[src/cpw_pkg.sv]
// ----------------------------------------------------------------------------
// Shared constants for the three-phase complementary PWM block
// ----------------------------------------------------------------------------
package cpw_pkg;

	// ------------------------------------------------------------------------
	// Register byte addresses on the APB slave
	// ------------------------------------------------------------------------
	localparam logic [7:0] ADDR_CTRL          = 8'h00; // Control bits
	localparam logic [7:0] ADDR_STATUS        = 8'h04; // Status and sticky flag
	localparam logic [7:0] ADDR_UPPER_CMP     = 8'h08; // upper_limit_compare
	localparam logic [7:0] ADDR_PH1_CMP       = 8'h0C; // phase1_duty_compare
	localparam logic [7:0] ADDR_UPPER_BUF     = 8'h10; // upper_limit_buffer
	localparam logic [7:0] ADDR_PH1_BUF       = 8'h14; // phase1_duty_buffer
	localparam logic [7:0] ADDR_PH2_CMP       = 8'h18; // phase2_duty_compare
	localparam logic [7:0] ADDR_PH3_CMP       = 8'h1C; // phase3_duty_compare
	localparam logic [7:0] ADDR_PH2_BUF       = 8'h20; // phase2_duty_buffer
	localparam logic [7:0] ADDR_PH3_BUF       = 8'h24; // phase3_duty_buffer
	localparam logic [7:0] ADDR_PRI_CNT       = 8'h28; // primary_counter
	localparam logic [7:0] ADDR_SEC_CNT       = 8'h2C; // secondary_counter
	localparam logic [7:0] ADDR_DEAD          = 8'h30; // dead_time_value
	localparam logic [7:0] ADDR_HALF          = 8'h34; // half_cycle_value
	localparam logic [7:0] ADDR_HALF_BUF      = 8'h38; // half_cycle_buffer

	// ------------------------------------------------------------------------
	// Control register field positions
	// ------------------------------------------------------------------------
	localparam int CTRL_W          = 7;
	localparam int CTRL_START      = 0; // Counters run while set
	localparam int CTRL_NO_DEAD    = 1; // Drop the non-overlap gap
	localparam int CTRL_TOGGLE_EN  = 2; // Toggle output at every crest
	localparam int CTRL_POS_LEVEL  = 3; // positive_level_select, 1 = active high
	localparam int CTRL_INV_LEVEL  = 4; // inverse_level_select, 1 = active high
	localparam int CTRL_DIV4       = 5; // Counter clock is pclk / 4
	localparam int CTRL_IRQ_EN     = 6; // Crest match drives the request line

	// ------------------------------------------------------------------------
	// Status register field positions
	// ------------------------------------------------------------------------
	localparam int STAT_CREST      = 0; // Sticky crest match, write 1 to clear
	localparam int STAT_RUN        = 1; // Counters running
	localparam int STAT_UP_PRI     = 2; // Primary counter counting up
	localparam int STAT_UP_SEC     = 3; // Secondary counter counting up
	localparam int STAT_TOGGLE     = 4; // Current toggle output level

	// ------------------------------------------------------------------------
	// Reset values and counts
	// ------------------------------------------------------------------------
	localparam logic [15:0]       REG_RESET    = 16'h0000;
	localparam logic [CTRL_W-1:0] CTRL_RESET   = 7'h00;
	localparam logic              TOGGLE_INIT  = 1'b1;
	localparam logic [1:0]        DIV4_LAST    = 2'h3;  // Last count of the /4 divider

	// ------------------------------------------------------------------------
	// Run states, one-hot
	// ------------------------------------------------------------------------
	typedef enum logic [1:0] {
		CPW_IDLE = 2'b01,
		CPW_RUN  = 2'b10
	} cpw_state_e;

endpackage : cpw_pkg

[src/cpw_prescale.sv]
`timescale 1ns/1ps
`default_nettype none
// ----------------------------------------------------------------------------
// Counter clock enable: every pclk or every fourth pclk
// ----------------------------------------------------------------------------
module cpw_prescale (
	input  wire logic pclk,
	input  wire logic presetn,
	input  wire logic run,      // Divider held cleared while stopped
	input  wire logic div4_sel, // Select the /4 rate
	output logic      tick      // One-cycle counter clock enable
);
	import cpw_pkg::*;

	// Whole state of the divider
	typedef struct packed {
		logic [1:0] cnt; // Divider phase
	} cpw_div_s;

	cpw_div_s s;      // Registered state
	cpw_div_s next_s; // Next state

	// ------------------------------------------------------------------------
	// Divider
	// ------------------------------------------------------------------------
	// Cleared while stopped so the first tick after start has a fixed phase
	always_comb begin
		next_s = s;
		if (!run) begin
			next_s.cnt = 2'h0;
		end else begin
			next_s.cnt = 2'(s.cnt + 2'h1);
		end
	end

	// Register the divider
	always_ff @(posedge pclk or negedge presetn) begin
		if (!presetn) begin
			s.cnt <= 2'h0;
		end else begin
			s <= next_s;
		end
	end

	// Tick every cycle, or on the last of four
	assign tick = run && (!div4_sel || (s.cnt == DIV4_LAST));

endmodule : cpw_prescale
`default_nettype wire

[src/cpw_top.sv]
// The placing of the registers and the APB register port were chosen for this implementation.
`timescale 1ns/1ps
`default_nettype none
module cpw_top (
	input  wire logic        pclk,
	input  wire logic        presetn,
	input  wire logic        psel,
	input  wire logic        penable,
	input  wire logic        pwrite,
	input  wire logic [7:0]  paddr,
	input  wire logic [31:0] pwdata,
	output logic      [31:0] prdata,
	output logic             pready,
	output logic             pslverr,
	output logic             carrier_toggle_out,
	output logic             phase1_positive_out,
	output logic             phase1_inverse_out,
	output logic             phase2_positive_out,
	output logic             phase2_inverse_out,
	output logic             phase3_positive_out,
	output logic             phase3_inverse_out,
	output logic             crest_irq
);
	import cpw_pkg::*;

	// ------------------------------------------------------------------------
	// State
	// ------------------------------------------------------------------------
	typedef struct packed {
		cpw_state_e        st;          // Run state
		logic [CTRL_W-1:0] ctrl;        // Control bits
		logic [15:0]       upper;       // upper_limit_compare
		logic [15:0]       upper_buf;   // upper_limit_buffer
		logic [2:0][15:0]  duty;        // Phase duty compares
		logic [2:0][15:0]  duty_buf;    // Phase duty buffers
		logic [2:0][15:0]  stage_duty;  // hidden_transfer_stage, one per phase
		logic [15:0]       stage_upper; // Hidden stage for the upper limit
		logic [15:0]       stage_half;  // Hidden stage for the half cycle
		logic              pend;        // Stage holds a set not yet applied
		logic [15:0]       half;        // half_cycle_value
		logic [15:0]       half_buf;    // half_cycle_buffer
		logic [15:0]       dead;        // dead_time_value
		logic [15:0]       cnt_pri;     // primary_counter
		logic [15:0]       cnt_sec;     // secondary_counter
		logic              up_pri;      // Primary direction, 1 = up
		logic              up_sec;      // Secondary direction, 1 = up
		logic              flag;        // Sticky crest match
		logic              tog;         // Toggle output level
		logic [2:0][1:0]   pins;        // Per phase {positive, inverse} pin levels
		logic [31:0]       rdata;       // Read data for the access phase
	} cpw_top_s;

	cpw_top_s s;      // Registered state
	cpw_top_s next_s; // Next state
	logic     tick;   // Counter clock enable
	logic     run;    // Counters running

	// ------------------------------------------------------------------------
	// Helper functions
	// ------------------------------------------------------------------------
	// One counter step: turn at the limit in the current direction, then move
	function automatic logic [16:0] cpw_step(input logic [15:0] cnt, input logic up,
			input logic [15:0] top, input logic [15:0] bottom);
		logic nup;
		nup = up;
		if (up && (cnt == top)) begin
			nup = 1'b0;
		end else if (!up && (cnt == bottom)) begin
			nup = 1'b1;
		end
		return {nup, nup ? 16'(cnt + 16'h1) : 16'(cnt - 16'h1)};
	endfunction : cpw_step

	// Pin levels {positive, inverse} for one phase
	// Positive is on while the secondary count sits at or above the duty, inverse
	// while the primary count sits below it; the primary runs one dead time ahead,
	// so unless CTRL_NO_DEAD is set the two on-windows are apart by the dead time.
	function automatic logic [1:0] cpw_drive(input logic [15:0] d, input logic [15:0] pri,
			input logic [15:0] sec, input logic [15:0] upper, input logic [CTRL_W-1:0] c,
			input logic active);
		logic pos_on;
		logic inv_on;
		pos_on = 1'b0;
		inv_on = 1'b0;
		if (active) begin
			if (d == REG_RESET) begin
				pos_on = 1'b1;
			end else if (d >= upper) begin
				inv_on = 1'b1;
			end else begin
				pos_on = (sec >= d);
				// Without the gap the inverse is the exact complement
				inv_on = c[CTRL_NO_DEAD] ? !pos_on : (pri < d);
			end
		end
		// Level selects: 0 makes the on state a low pin
		return {c[CTRL_POS_LEVEL] ? pos_on : !pos_on,
			c[CTRL_INV_LEVEL] ? inv_on : !inv_on};
	endfunction : cpw_drive

	// Address decode, used by the error answer; the read path decodes with its own case
	function automatic logic cpw_mapped(input logic [7:0] a);
		return (a[1:0] == 2'h0) && (a <= ADDR_HALF_BUF);
	endfunction : cpw_mapped

	// ------------------------------------------------------------------------
	// Counter clock
	// ------------------------------------------------------------------------
	cpw_prescale u_prescale (
		.pclk     (pclk),
		.presetn  (presetn),
		.run      (run),
		.div4_sel (s.ctrl[CTRL_DIV4]),
		.tick     (tick)
	);

	assign run = (s.st == CPW_RUN);

	// ------------------------------------------------------------------------
	// Next-state logic: register writes, then the counting engine
	// ------------------------------------------------------------------------
	// Hardware events are applied after software writes so a crest set of the flag beats a clear
	always_comb begin
		logic        wr;
		logic        crest;
		logic        trough;
		logic [16:0] stp;
		logic [15:0] wd;
		next_s = s;
		wr     = psel && penable && pwrite;
		crest  = 1'b0;
		trough = 1'b0;
		stp    = 17'h0;
		wd     = pwdata[15:0];

		// Register writes; compares and counters are locked while running
		if (wr) begin
			case (paddr)
				ADDR_CTRL: begin
					next_s.ctrl = pwdata[CTRL_W-1:0];
				end
				ADDR_STATUS: begin
					if (pwdata[STAT_CREST]) begin
						next_s.flag = 1'b0;
					end
				end
				ADDR_UPPER_CMP: begin
					if (!run) begin
						next_s.upper = wd;
					end
				end
				ADDR_PH1_CMP: begin
					if (!run) begin
						next_s.duty[0] = wd;
					end
				end
				ADDR_PH2_CMP: begin
					if (!run) begin
						next_s.duty[1] = wd;
					end
				end
				ADDR_PH3_CMP: begin
					if (!run) begin
						next_s.duty[2] = wd;
					end
				end
				ADDR_UPPER_BUF: begin
					next_s.upper_buf = wd;
				end
				ADDR_PH1_BUF: begin
					next_s.duty_buf[0] = wd;
				end
				ADDR_PH2_BUF: begin
					next_s.duty_buf[1] = wd;
				end
				ADDR_PH3_BUF: begin
					next_s.duty_buf[2] = wd;
					// Writing phase three while running closes the set and moves every buffer
					// into the hidden stage, which software cannot reach
					if (run) begin
						next_s.stage_duty  = {wd, s.duty_buf[1], s.duty_buf[0]};
						next_s.stage_upper = s.upper_buf;
						next_s.stage_half  = s.half_buf;
						next_s.pend        = 1'b1;
					end
				end
				ADDR_PRI_CNT: begin
					if (!run) begin
						next_s.cnt_pri = wd;
					end
				end
				ADDR_SEC_CNT: begin
					if (!run) begin
						next_s.cnt_sec = wd;
					end
				end
				ADDR_DEAD: begin
					next_s.dead = wd;
				end
				ADDR_HALF: begin
					if (!run) begin
						next_s.half = wd;
					end
				end
				ADDR_HALF_BUF: begin
					next_s.half_buf = wd;
				end
				default: begin
					// Unmapped: nothing stored, error answered on pslverr
				end
			endcase
		end

		// Counting engine
		case (s.st)
			CPW_IDLE: begin
				if (next_s.ctrl[CTRL_START]) begin
					// Both counters loaded and released in the same cycle
					next_s.st      = CPW_RUN;
					next_s.cnt_pri = s.dead;
					next_s.cnt_sec = REG_RESET;
					next_s.up_pri  = 1'b1;
					next_s.up_sec  = 1'b1;
					next_s.tog     = TOGGLE_INIT;
					next_s.pend    = 1'b0;
				end
			end
			CPW_RUN: begin
				if (!next_s.ctrl[CTRL_START]) begin
					next_s.st = CPW_IDLE;
				end else if (tick) begin
					// Crest: primary meets the upper limit counting up
					crest  = s.up_pri && (s.cnt_pri == s.upper);
					// Trough: secondary meets zero counting down
					trough = !s.up_sec && (s.cnt_sec == REG_RESET);
					stp = cpw_step(s.cnt_pri, s.up_pri, s.upper, s.dead);
					next_s.up_pri  = stp[16];
					next_s.cnt_pri = stp[15:0];
					stp = cpw_step(s.cnt_sec, s.up_sec, s.half, REG_RESET);
					next_s.up_sec  = stp[16];
					next_s.cnt_sec = stp[15:0];
					if (crest) begin
						next_s.flag = 1'b1;
						if (s.ctrl[CTRL_TOGGLE_EN]) begin
							next_s.tog = !s.tog;
						end
					end
					// A half-written set stays in the buffers until the next
					// phase three write, so it never lands mid-period
					if ((crest || trough) && s.pend) begin
						next_s.duty  = s.stage_duty;
						next_s.upper = s.stage_upper;
						next_s.half  = s.stage_half;
						next_s.pend  = 1'b0;
					end
				end
			end
			default: begin
				next_s.st = CPW_IDLE;
			end
		endcase

		// Output pins for the three phases, off while stopped
		for (int i = 0; i < 3; i++) begin
			next_s.pins[i] = cpw_drive(s.duty[i], s.cnt_pri, s.cnt_sec, s.upper, s.ctrl, run);
		end

		// Read data captured in the setup cycle, shown in the access cycle
		if (psel && !penable) begin
			next_s.rdata = 32'h0;
			case (paddr)
				ADDR_CTRL:      next_s.rdata[CTRL_W-1:0] = s.ctrl;
				ADDR_STATUS:    next_s.rdata[4:0] = {s.tog, s.up_sec, s.up_pri, run, s.flag};
				ADDR_UPPER_CMP: next_s.rdata[15:0] = s.upper;
				ADDR_PH1_CMP:   next_s.rdata[15:0] = s.duty[0];
				ADDR_UPPER_BUF: next_s.rdata[15:0] = s.upper_buf;
				ADDR_PH1_BUF:   next_s.rdata[15:0] = s.duty_buf[0];
				ADDR_PH2_CMP:   next_s.rdata[15:0] = s.duty[1];
				ADDR_PH3_CMP:   next_s.rdata[15:0] = s.duty[2];
				ADDR_PH2_BUF:   next_s.rdata[15:0] = s.duty_buf[1];
				ADDR_PH3_BUF:   next_s.rdata[15:0] = s.duty_buf[2];
				ADDR_PRI_CNT:   next_s.rdata[15:0] = s.cnt_pri;
				ADDR_SEC_CNT:   next_s.rdata[15:0] = s.cnt_sec;
				ADDR_DEAD:      next_s.rdata[15:0] = s.dead;
				ADDR_HALF:      next_s.rdata[15:0] = s.half;
				ADDR_HALF_BUF:  next_s.rdata[15:0] = s.half_buf;
				default:        next_s.rdata = 32'h0;
			endcase
		end
	end

	// ------------------------------------------------------------------------
	// State register
	// ------------------------------------------------------------------------
	// Pins reset to the off level of active-low outputs
	always_ff @(posedge pclk or negedge presetn) begin
		if (!presetn) begin
			s.st          <= CPW_IDLE;
			s.ctrl        <= CTRL_RESET;
			s.upper       <= REG_RESET;
			s.upper_buf   <= REG_RESET;
			s.duty        <= {3{REG_RESET}};
			s.duty_buf    <= {3{REG_RESET}};
			s.stage_duty  <= {3{REG_RESET}};
			s.stage_upper <= REG_RESET;
			s.stage_half  <= REG_RESET;
			s.pend        <= 1'b0;
			s.half        <= REG_RESET;
			s.half_buf    <= REG_RESET;
			s.dead        <= REG_RESET;
			s.cnt_pri     <= REG_RESET;
			s.cnt_sec     <= REG_RESET;
			s.up_pri      <= 1'b1;
			s.up_sec      <= 1'b1;
			s.flag        <= 1'b0;
			s.tog         <= TOGGLE_INIT;
			s.pins        <= {3{2'b11}};
			s.rdata       <= 32'h0;
		end else begin
			s <= next_s;
		end
	end

	// ------------------------------------------------------------------------
	// Outputs
	// ------------------------------------------------------------------------
	assign prdata              = s.rdata;
	assign pready              = 1'b1; // Zero wait states
	assign pslverr             = psel && penable && !cpw_mapped(paddr);
	assign carrier_toggle_out  = s.tog;
	assign phase1_positive_out = s.pins[0][1];
	assign phase1_inverse_out  = s.pins[0][0];
	assign phase2_positive_out = s.pins[1][1];
	assign phase2_inverse_out  = s.pins[1][0];
	assign phase3_positive_out = s.pins[2][1];
	assign phase3_inverse_out  = s.pins[2][0];
	assign crest_irq           = s.flag && s.ctrl[CTRL_IRQ_EN];

endmodule : cpw_top
`default_nettype wire

[config.mk]
export PLATFORM = sky130hd
export DESIGN_NAME = cpw_top
export DESIGN_NICKNAME = d
export VERILOG_FILES = /design/src/cpw_pkg.sv /design/src/cpw_prescale.sv /design/src/cpw_top.sv
export SDC_FILE = /design/constraint.sdc
export NUM_CORES = 1
export LEC_CHECK = 0
export ABC_AREA = 1
export BUFFER_PORTS_ARGS = -buffer_cell sky130_fd_sc_hd__buf_2
export CORE_UTILIZATION = 57
export DETAILED_ROUTE_END_ITERATION = 16
export PLACE_DENSITY = 0.77
export SYNTH_ARGS = -nofsm -noshare
export SYNTH_HDL_FRONTEND = slang
export SYNTH_SLANG_ARGS = --single-unit
[constraint.sdc]
create_clock -name pclk -period 3.1 [get_ports pclk]
set_clock_uncertainty 0.05 [all_clocks]
set_input_delay 0.62 -clock pclk [delete_from_list [all_inputs] [get_ports pclk]]
set_output_delay 0.62 -clock pclk [all_outputs]
set_load 0.01 [all_outputs]
==> out/summary.txt, run 1 <==
status = finished with violations
failing checks = negative setup slack
Ports = 87
vias post-DR = 22,000
Hold Path Origin = pwdata[13]
minimum hold slack = 323 ps
clock root cell = clkbuf_16
reg2reg setup slack = -110 ps
worst skew pair latency = 580 ps
post-detailed-routing wire length = 91,200 um
warnings from Yosys = 0
grt ovf = 0
Syn Area/Cell = 7.80 sq um
post-route DRC violation count = 0
Hold Vio Cnt, Final = 0
placed cells = 3,404
CTS tree = yes
Die ar. = 37,900 sq um
layout cells sized above 1 = 0.194
clock tree buffer depth = 3
vias in the first global route = 20,400
GPL Wtd Cong = 1.07
Vias per Instance = 6.29
CTS clk-pin slew, worst paths = 60 ps
Synth top cells by count = nand2_1 (709), inv_1 (354), dfrtp_1 (316)
multi-input logic area = 11,700 sq um
P&R area growth vs syn = 22.1%
Crit. End Element = flip-flop
Starting Density = 0.579
wire per inst = 26.1 um
CP arrival = 3590 ps
core region area = 36,500 sq um
cts bufs inserted = 37
FF+latch count, synth = 326
Yosys cell types = 50
EDFF count, synth = 0
Final nets = 3,223
Mapped Cells = 2,711
Hold WC Path Type = input pin to flip-flop
critical path class = flip-flop to flip-flop
Detail Route Antenna Nets = 0
total power = 11.2 mW
LEAKAGE = 12.8 nW
reg2reg start = s[45]
Rows = 70
Filler cells = 2,816
sequential area share after synthesis = 0.386
final worst-path cycle share = 1.04
HPWL after DPL = 68,200 um
First-pass DRT Iterations = 6
P per Cell Area = 435 nW/um^2
Sequential Area = 8190 sq um
Critical Path RT = 3480 ps
fin cells = 3,491
prevailing post-synth register cell = dfrtp_1
antenna violations before repair = 3
I/O Buffers = 53
endpoints failing setup = 11
clk sink count = 326
Peak supply drop = 0.000455 V
Synth top area share = 0.374
largest net degree at the start of global routing = 78
first-pass GRT wire length = 130,000 um
R2R cell count = 19
most frequent cell after synthesis = nand2_1
Worst-Margin Slew = 880 ps
fin. max-slew vios = 0
Synth area leader = dfrtp_1
Worst slew margin = 0.407
hold depth = 3
f_max = 311 MHz
r2r endpoint = s[54]
Max Cap Viol = 0
all-layer global routing usage = 0.472
RSZ-0062 raised after global routing = yes
largest fanout on the critical path = 5
Worst Hold Path EP = s[248]
fin worst setup slack = -113 ps
Post-synth ARST share = 1.00
synthesized cell area = 21,100 sq um
Horiz. Die Dim = 195 um
Tmin final = 3210 ps
drt first-iter violations = 3,238
die height = 195 um
synth top area cells = dfrtp_1 (37%), nand2_1 (13%), ha_1 (11%), o21ai_0 (6.6%), inv_1 (6.3%)
CP Launch Type = flip-flop
CTS H-tree depth = 2
[timing repair]
action                     CTS  global route
gates resized for setup     43           159
setup endpoints to repair   24            22
pin swaps                   24            61
gates cloned                 0             2
hold endpoints to repair    53             0
setup buffers                4            16
hold buffers                 1             0
[critical path, stage by stage, from the launching register on]
cell and delay [ps]:
dfrtp_2 470, buf_6 150, inv_4 50, nand4_1 160, nor3_2 210, nand4_1 180, nand2_4 150, inv_4 60
clkbuf_16 150, buf_4 130, fa_2 350, nand3_1 140, nand2_2 110, nand3_2 100, nand3_2 90, or2_4 240
nand3_2 70, nand3_2 60, o211ai_1 100, nand2_1 90
[flip-flops by register name, summed over array words and instances, names as in the netlist]
| register | count |
|---|---|
| s | 301 |
| phase2_positive_out | 1 |
| phase2_inverse_out | 1 |
| phase3_positive_out | 1 |
| prdata | 16 |
| phase3_inverse_out | 1 |
| phase1_positive_out | 1 |
| phase1_inverse_out | 1 |
| u_prescale.s | 2 |
| carrier_toggle_out | 1 |
[cell families after synthesis]
kind of cell             after synthesis  share of synthesized area
other                                  2                   0.000355
AO/OA/AOI/OAI                        628                      0.165
buffers and inverters                480                     0.0970
adder cells (fa/ha/maj)              180                      0.107
flip-flops                           326                      0.386
AND/OR/NAND/NOR                      984                      0.193
multiplexers                          75                     0.0355
XOR/XNOR                              36                     0.0149
[cell type report]
class	instances	area share
diodes	1	0.0000970
clock buffers	56	0.0426
clock inverters	7	0.00276
inverters	365	0.0535
multi-input cells	1920	0.453
flip-flops and latches	326	0.318
well taps	468	0.0227
repair buffers	348	0.108
[metrics by stage]
| stage | utilization | worst slack [ps] | setup TNS, ps | instance area (sq um) |
|---|---|---|---|---|
| final | 0.707 | -113 | -542 | 25800 |
| after global routing | 0.706 | -250 | -2150 | 25800 |
| after CTS | 0.683 | -74.6 | -165 | 25000 |
| after detailed placement | 0.646 | -388 | -4930 | 23600 |
| after global placement | 0.646 | -323 | -3030 | 23600 |
| after floorplan | - | 48.7 | 0 | 21200 |
[power by group]
group / switching [mW] / leakage [nW] / internal, mW
combinational: 1.46 / 8.16 / 0.955
sequential: 0.0941 / 4.10 / 4.36
clock: 1.84 / 0.578 / 2.52
[worst max-delay path by stage]
stage,startpoint,endpoint,cells after the start
final,s[45],s[54],19
after global routing,s[67],s[73],22
after CTS,s[44],s[56],20
after detailed placement,s[49],s[56],16
after global placement,s[49],s[56],16
after floorplan,s[73],s[70],24
[cell usage in the layout, fill, tap and decap left out, types with 17 or more instances in the layout]
cell type / synthesis / layout
ha_4: 0 / 18
dfrtp_2: 0 / 19
nand4_1: 42 / 42
ha_1: 178 / 160
nor2_1: 110 / 96
o22ai_1: 139 / 139
o21ai_0: 278 / 263
conb_1: 2 / 17
buf_4: 45 / 263
nand2_2: 2 / 22
buf_2: 7 / 52
xor2_1: 22 / 17
buf_12: 0 / 17
dfrtp_1: 316 / 297
o21ai_1: 8 / 17
a21oi_1: 142 / 124
nor2_2: 11 / 22
inv_1: 354 / 338
inv_2: 6 / 17
nand2_1: 709 / 685
clkbuf_16: 0 / 40
nand3_1: 66 / 60
mux2i_1: 75 / 75
[routing by layer]
metal | GRT usage | vias up | routed length [um]
met3 | 0.126 | 366 | 12100
met1 | 0.628 | 10300 | 34300
met5 | 0 | - | 28
met2 | 0.696 | 1654 | 38600
met4 | 0.270 | 4 | 6100
li1 | - | 9605 | -
Note: power is estimated with default switching activity, not from simulation.
==> inputs of run 2 (changes only) <==
Settings changed: CORE_UTILIZATION 57 to 30, PLACE_DENSITY 0.77 to not set.
==> out/summary.txt, run 2 (synthesis results as in run 1) <==
status = finished clean
CTS H-tree depth = 2
commonest non-fill, non-tap cell in the layout = nand2_1
Crit. End Element = flip-flop
Hold WC Path Type = input pin to flip-flop
critical path class = flip-flop to flip-flop
Worst-Margin Slew = 742 ps
RSZ-0062 raised after global routing = yes
antenna violations before repair = 1
First-pass DRT Iterations = 6
Final nets = 3,246
diode count = 0
f_max = 330 MHz
largest net degree at the start of global routing = 82
first-pass GRT wire length = 130,000 um
Hold Vio Cnt, Final = 0
Max Cap Viol = 0
GPL Wtd Cong = 1.05
Hold Path Origin = pwdata[13]
Detail Route Antenna Nets = 0
HPWL after DPL = 68,900 um
Ports = 87
post-route DRC violation count = 0
LEAKAGE = 12.9 nW
fin. max-slew vios = 0
Tmin final = 3030 ps
Vias per Instance = 5.22
CP Launch Type = flip-flop
Filler cells = 7,262
clock tree buffer depth = 3
Peak supply drop = 0.000316 V
P&R area growth vs syn = 24.5%
commonest non-fill, non-tap cells in the layout = nand2_1 (678), inv_1 (339), dfrtp_1 (303)
reg2reg start = s[41]
die height = 267 um
final instance area = 26,300 sq um
P per Cell Area = 426 nW/um^2
CP arrival = 3400 ps
total power = 11.2 mW
core region area = 69,200 sq um
layout cells sized above 1 = 0.196
largest fanout on the critical path = 8
vias post-DR = 20,700
vias in the first global route = 19,600
setup TNS = 0 ps
wire per inst = 22.4 um
post-detailed-routing wire length = 89,000 um
Starting Density = 0.306
CTS tree = yes
Top reg by flops = s
Setup crit start = s[41]
clk sink count = 326
area after detailed placement = 24,400 sq um
clock root cell = clkbuf_16
cts bufs inserted = 39
worst skew pair latency = 570 ps
Worst slew margin = 0.501
final worst-path cycle share = 0.978
Critical Path RT = 3470 ps
endpoints failing setup = 0
CTS clk-pin slew, worst paths = 60 ps
Horiz. Die Dim = 267 um
drt first-iter violations = 2,398
Rows = 96
Die ar. = 71,500 sq um
all-layer global routing usage = 0.248
grt ovf = 0
max FFs per register = 301
I/O Buffers = 53
## run 2: path summary, 6_finish.rpt
check                      cells past startpoint         endpoint  slack, ps
max                                           16            s[63]         70
min                                            3           s[248]        330
max reg2reg                                   16            s[63]         70
min reg2reg                                    1  u_prescale.s[0]        390
max in group asynchronous                      3            s[40]       1520
min in group asynchronous                      2           s[269]        580
## run 2: metrics by stage
| step | setup slack, ps | utilization | hold WS (ps) | std cells |
|---|---|---|---|---|
| finish | 67.3 | 0.380 | 327 | 3978 |
| global route | -120 | 0.380 | 331 | 3978 |
| CTS | 0.636 | 0.371 | 315 | 3964 |
| detailed placement | -126 | 0.352 | 378 | 3896 |
| global placement | -131 | 0.352 | 378 | 3896 |
| floorplan | 48.7 | - | 274 | 2726 |
## run 2: area by class of cell
cell class / instances / area [sq um] / area share
multi-input combinational: 1920 / 11500 / 0.437
inverter: 365 / 1370 / 0.0521
clock inverter: 12 / 125 / 0.00475
clock buffer: 55 / 1100 / 0.0417
timing repair buffer: 369 / 2860 / 0.109
tap: 931 / 1160 / 0.0443
sequential: 326 / 8190 / 0.311
## run 2: power by group
group / switching (mW) / internal, mW
combinational: 1.36 / 0.828
sequential: 0.0862 / 4.35
clock: 1.96 / 2.63
## run 2: what timing repair did
item | 4_1_cts | 5_1_grt
buffers inserted | 0 | 17
hold buffers | 1 | 0
setup endpoints to repair | 15 | 21
hold endpoints to repair | 35 | 0
gates resized for setup | 11 | 158
pin swaps | 3 | 45
## run 2: worst max-delay path: stages (launching register included)
cell,delay [ps]
dfstp_2,540
inv_1,80
a21oi_1,120
nand3b_1,150
nor2_2,200
nand3_4,110
nand2_4,130
buf_12,150
ha_4,210
a21oi_2,110
nand2_1,90
buf_4,150
a21oi_2,160
xor2_1,270
o22ai_1,110
nand3_1,140
o21ai_0,110
## run 2: layer usage
metal / routed length (um) / global-route usage / share of wire / vias to the layer above
li1: - / - / - / 9633
met1: 38800 / 0.338 / 0.44 / 10000
met2: 38700 / 0.382 / 0.43 / 898
met3: 7360 / 0.0481 / 0.083 / 208
met4: 4110 / 0.105 / 0.046 / 2
met5: 12 / 0 / 0.00013 / -
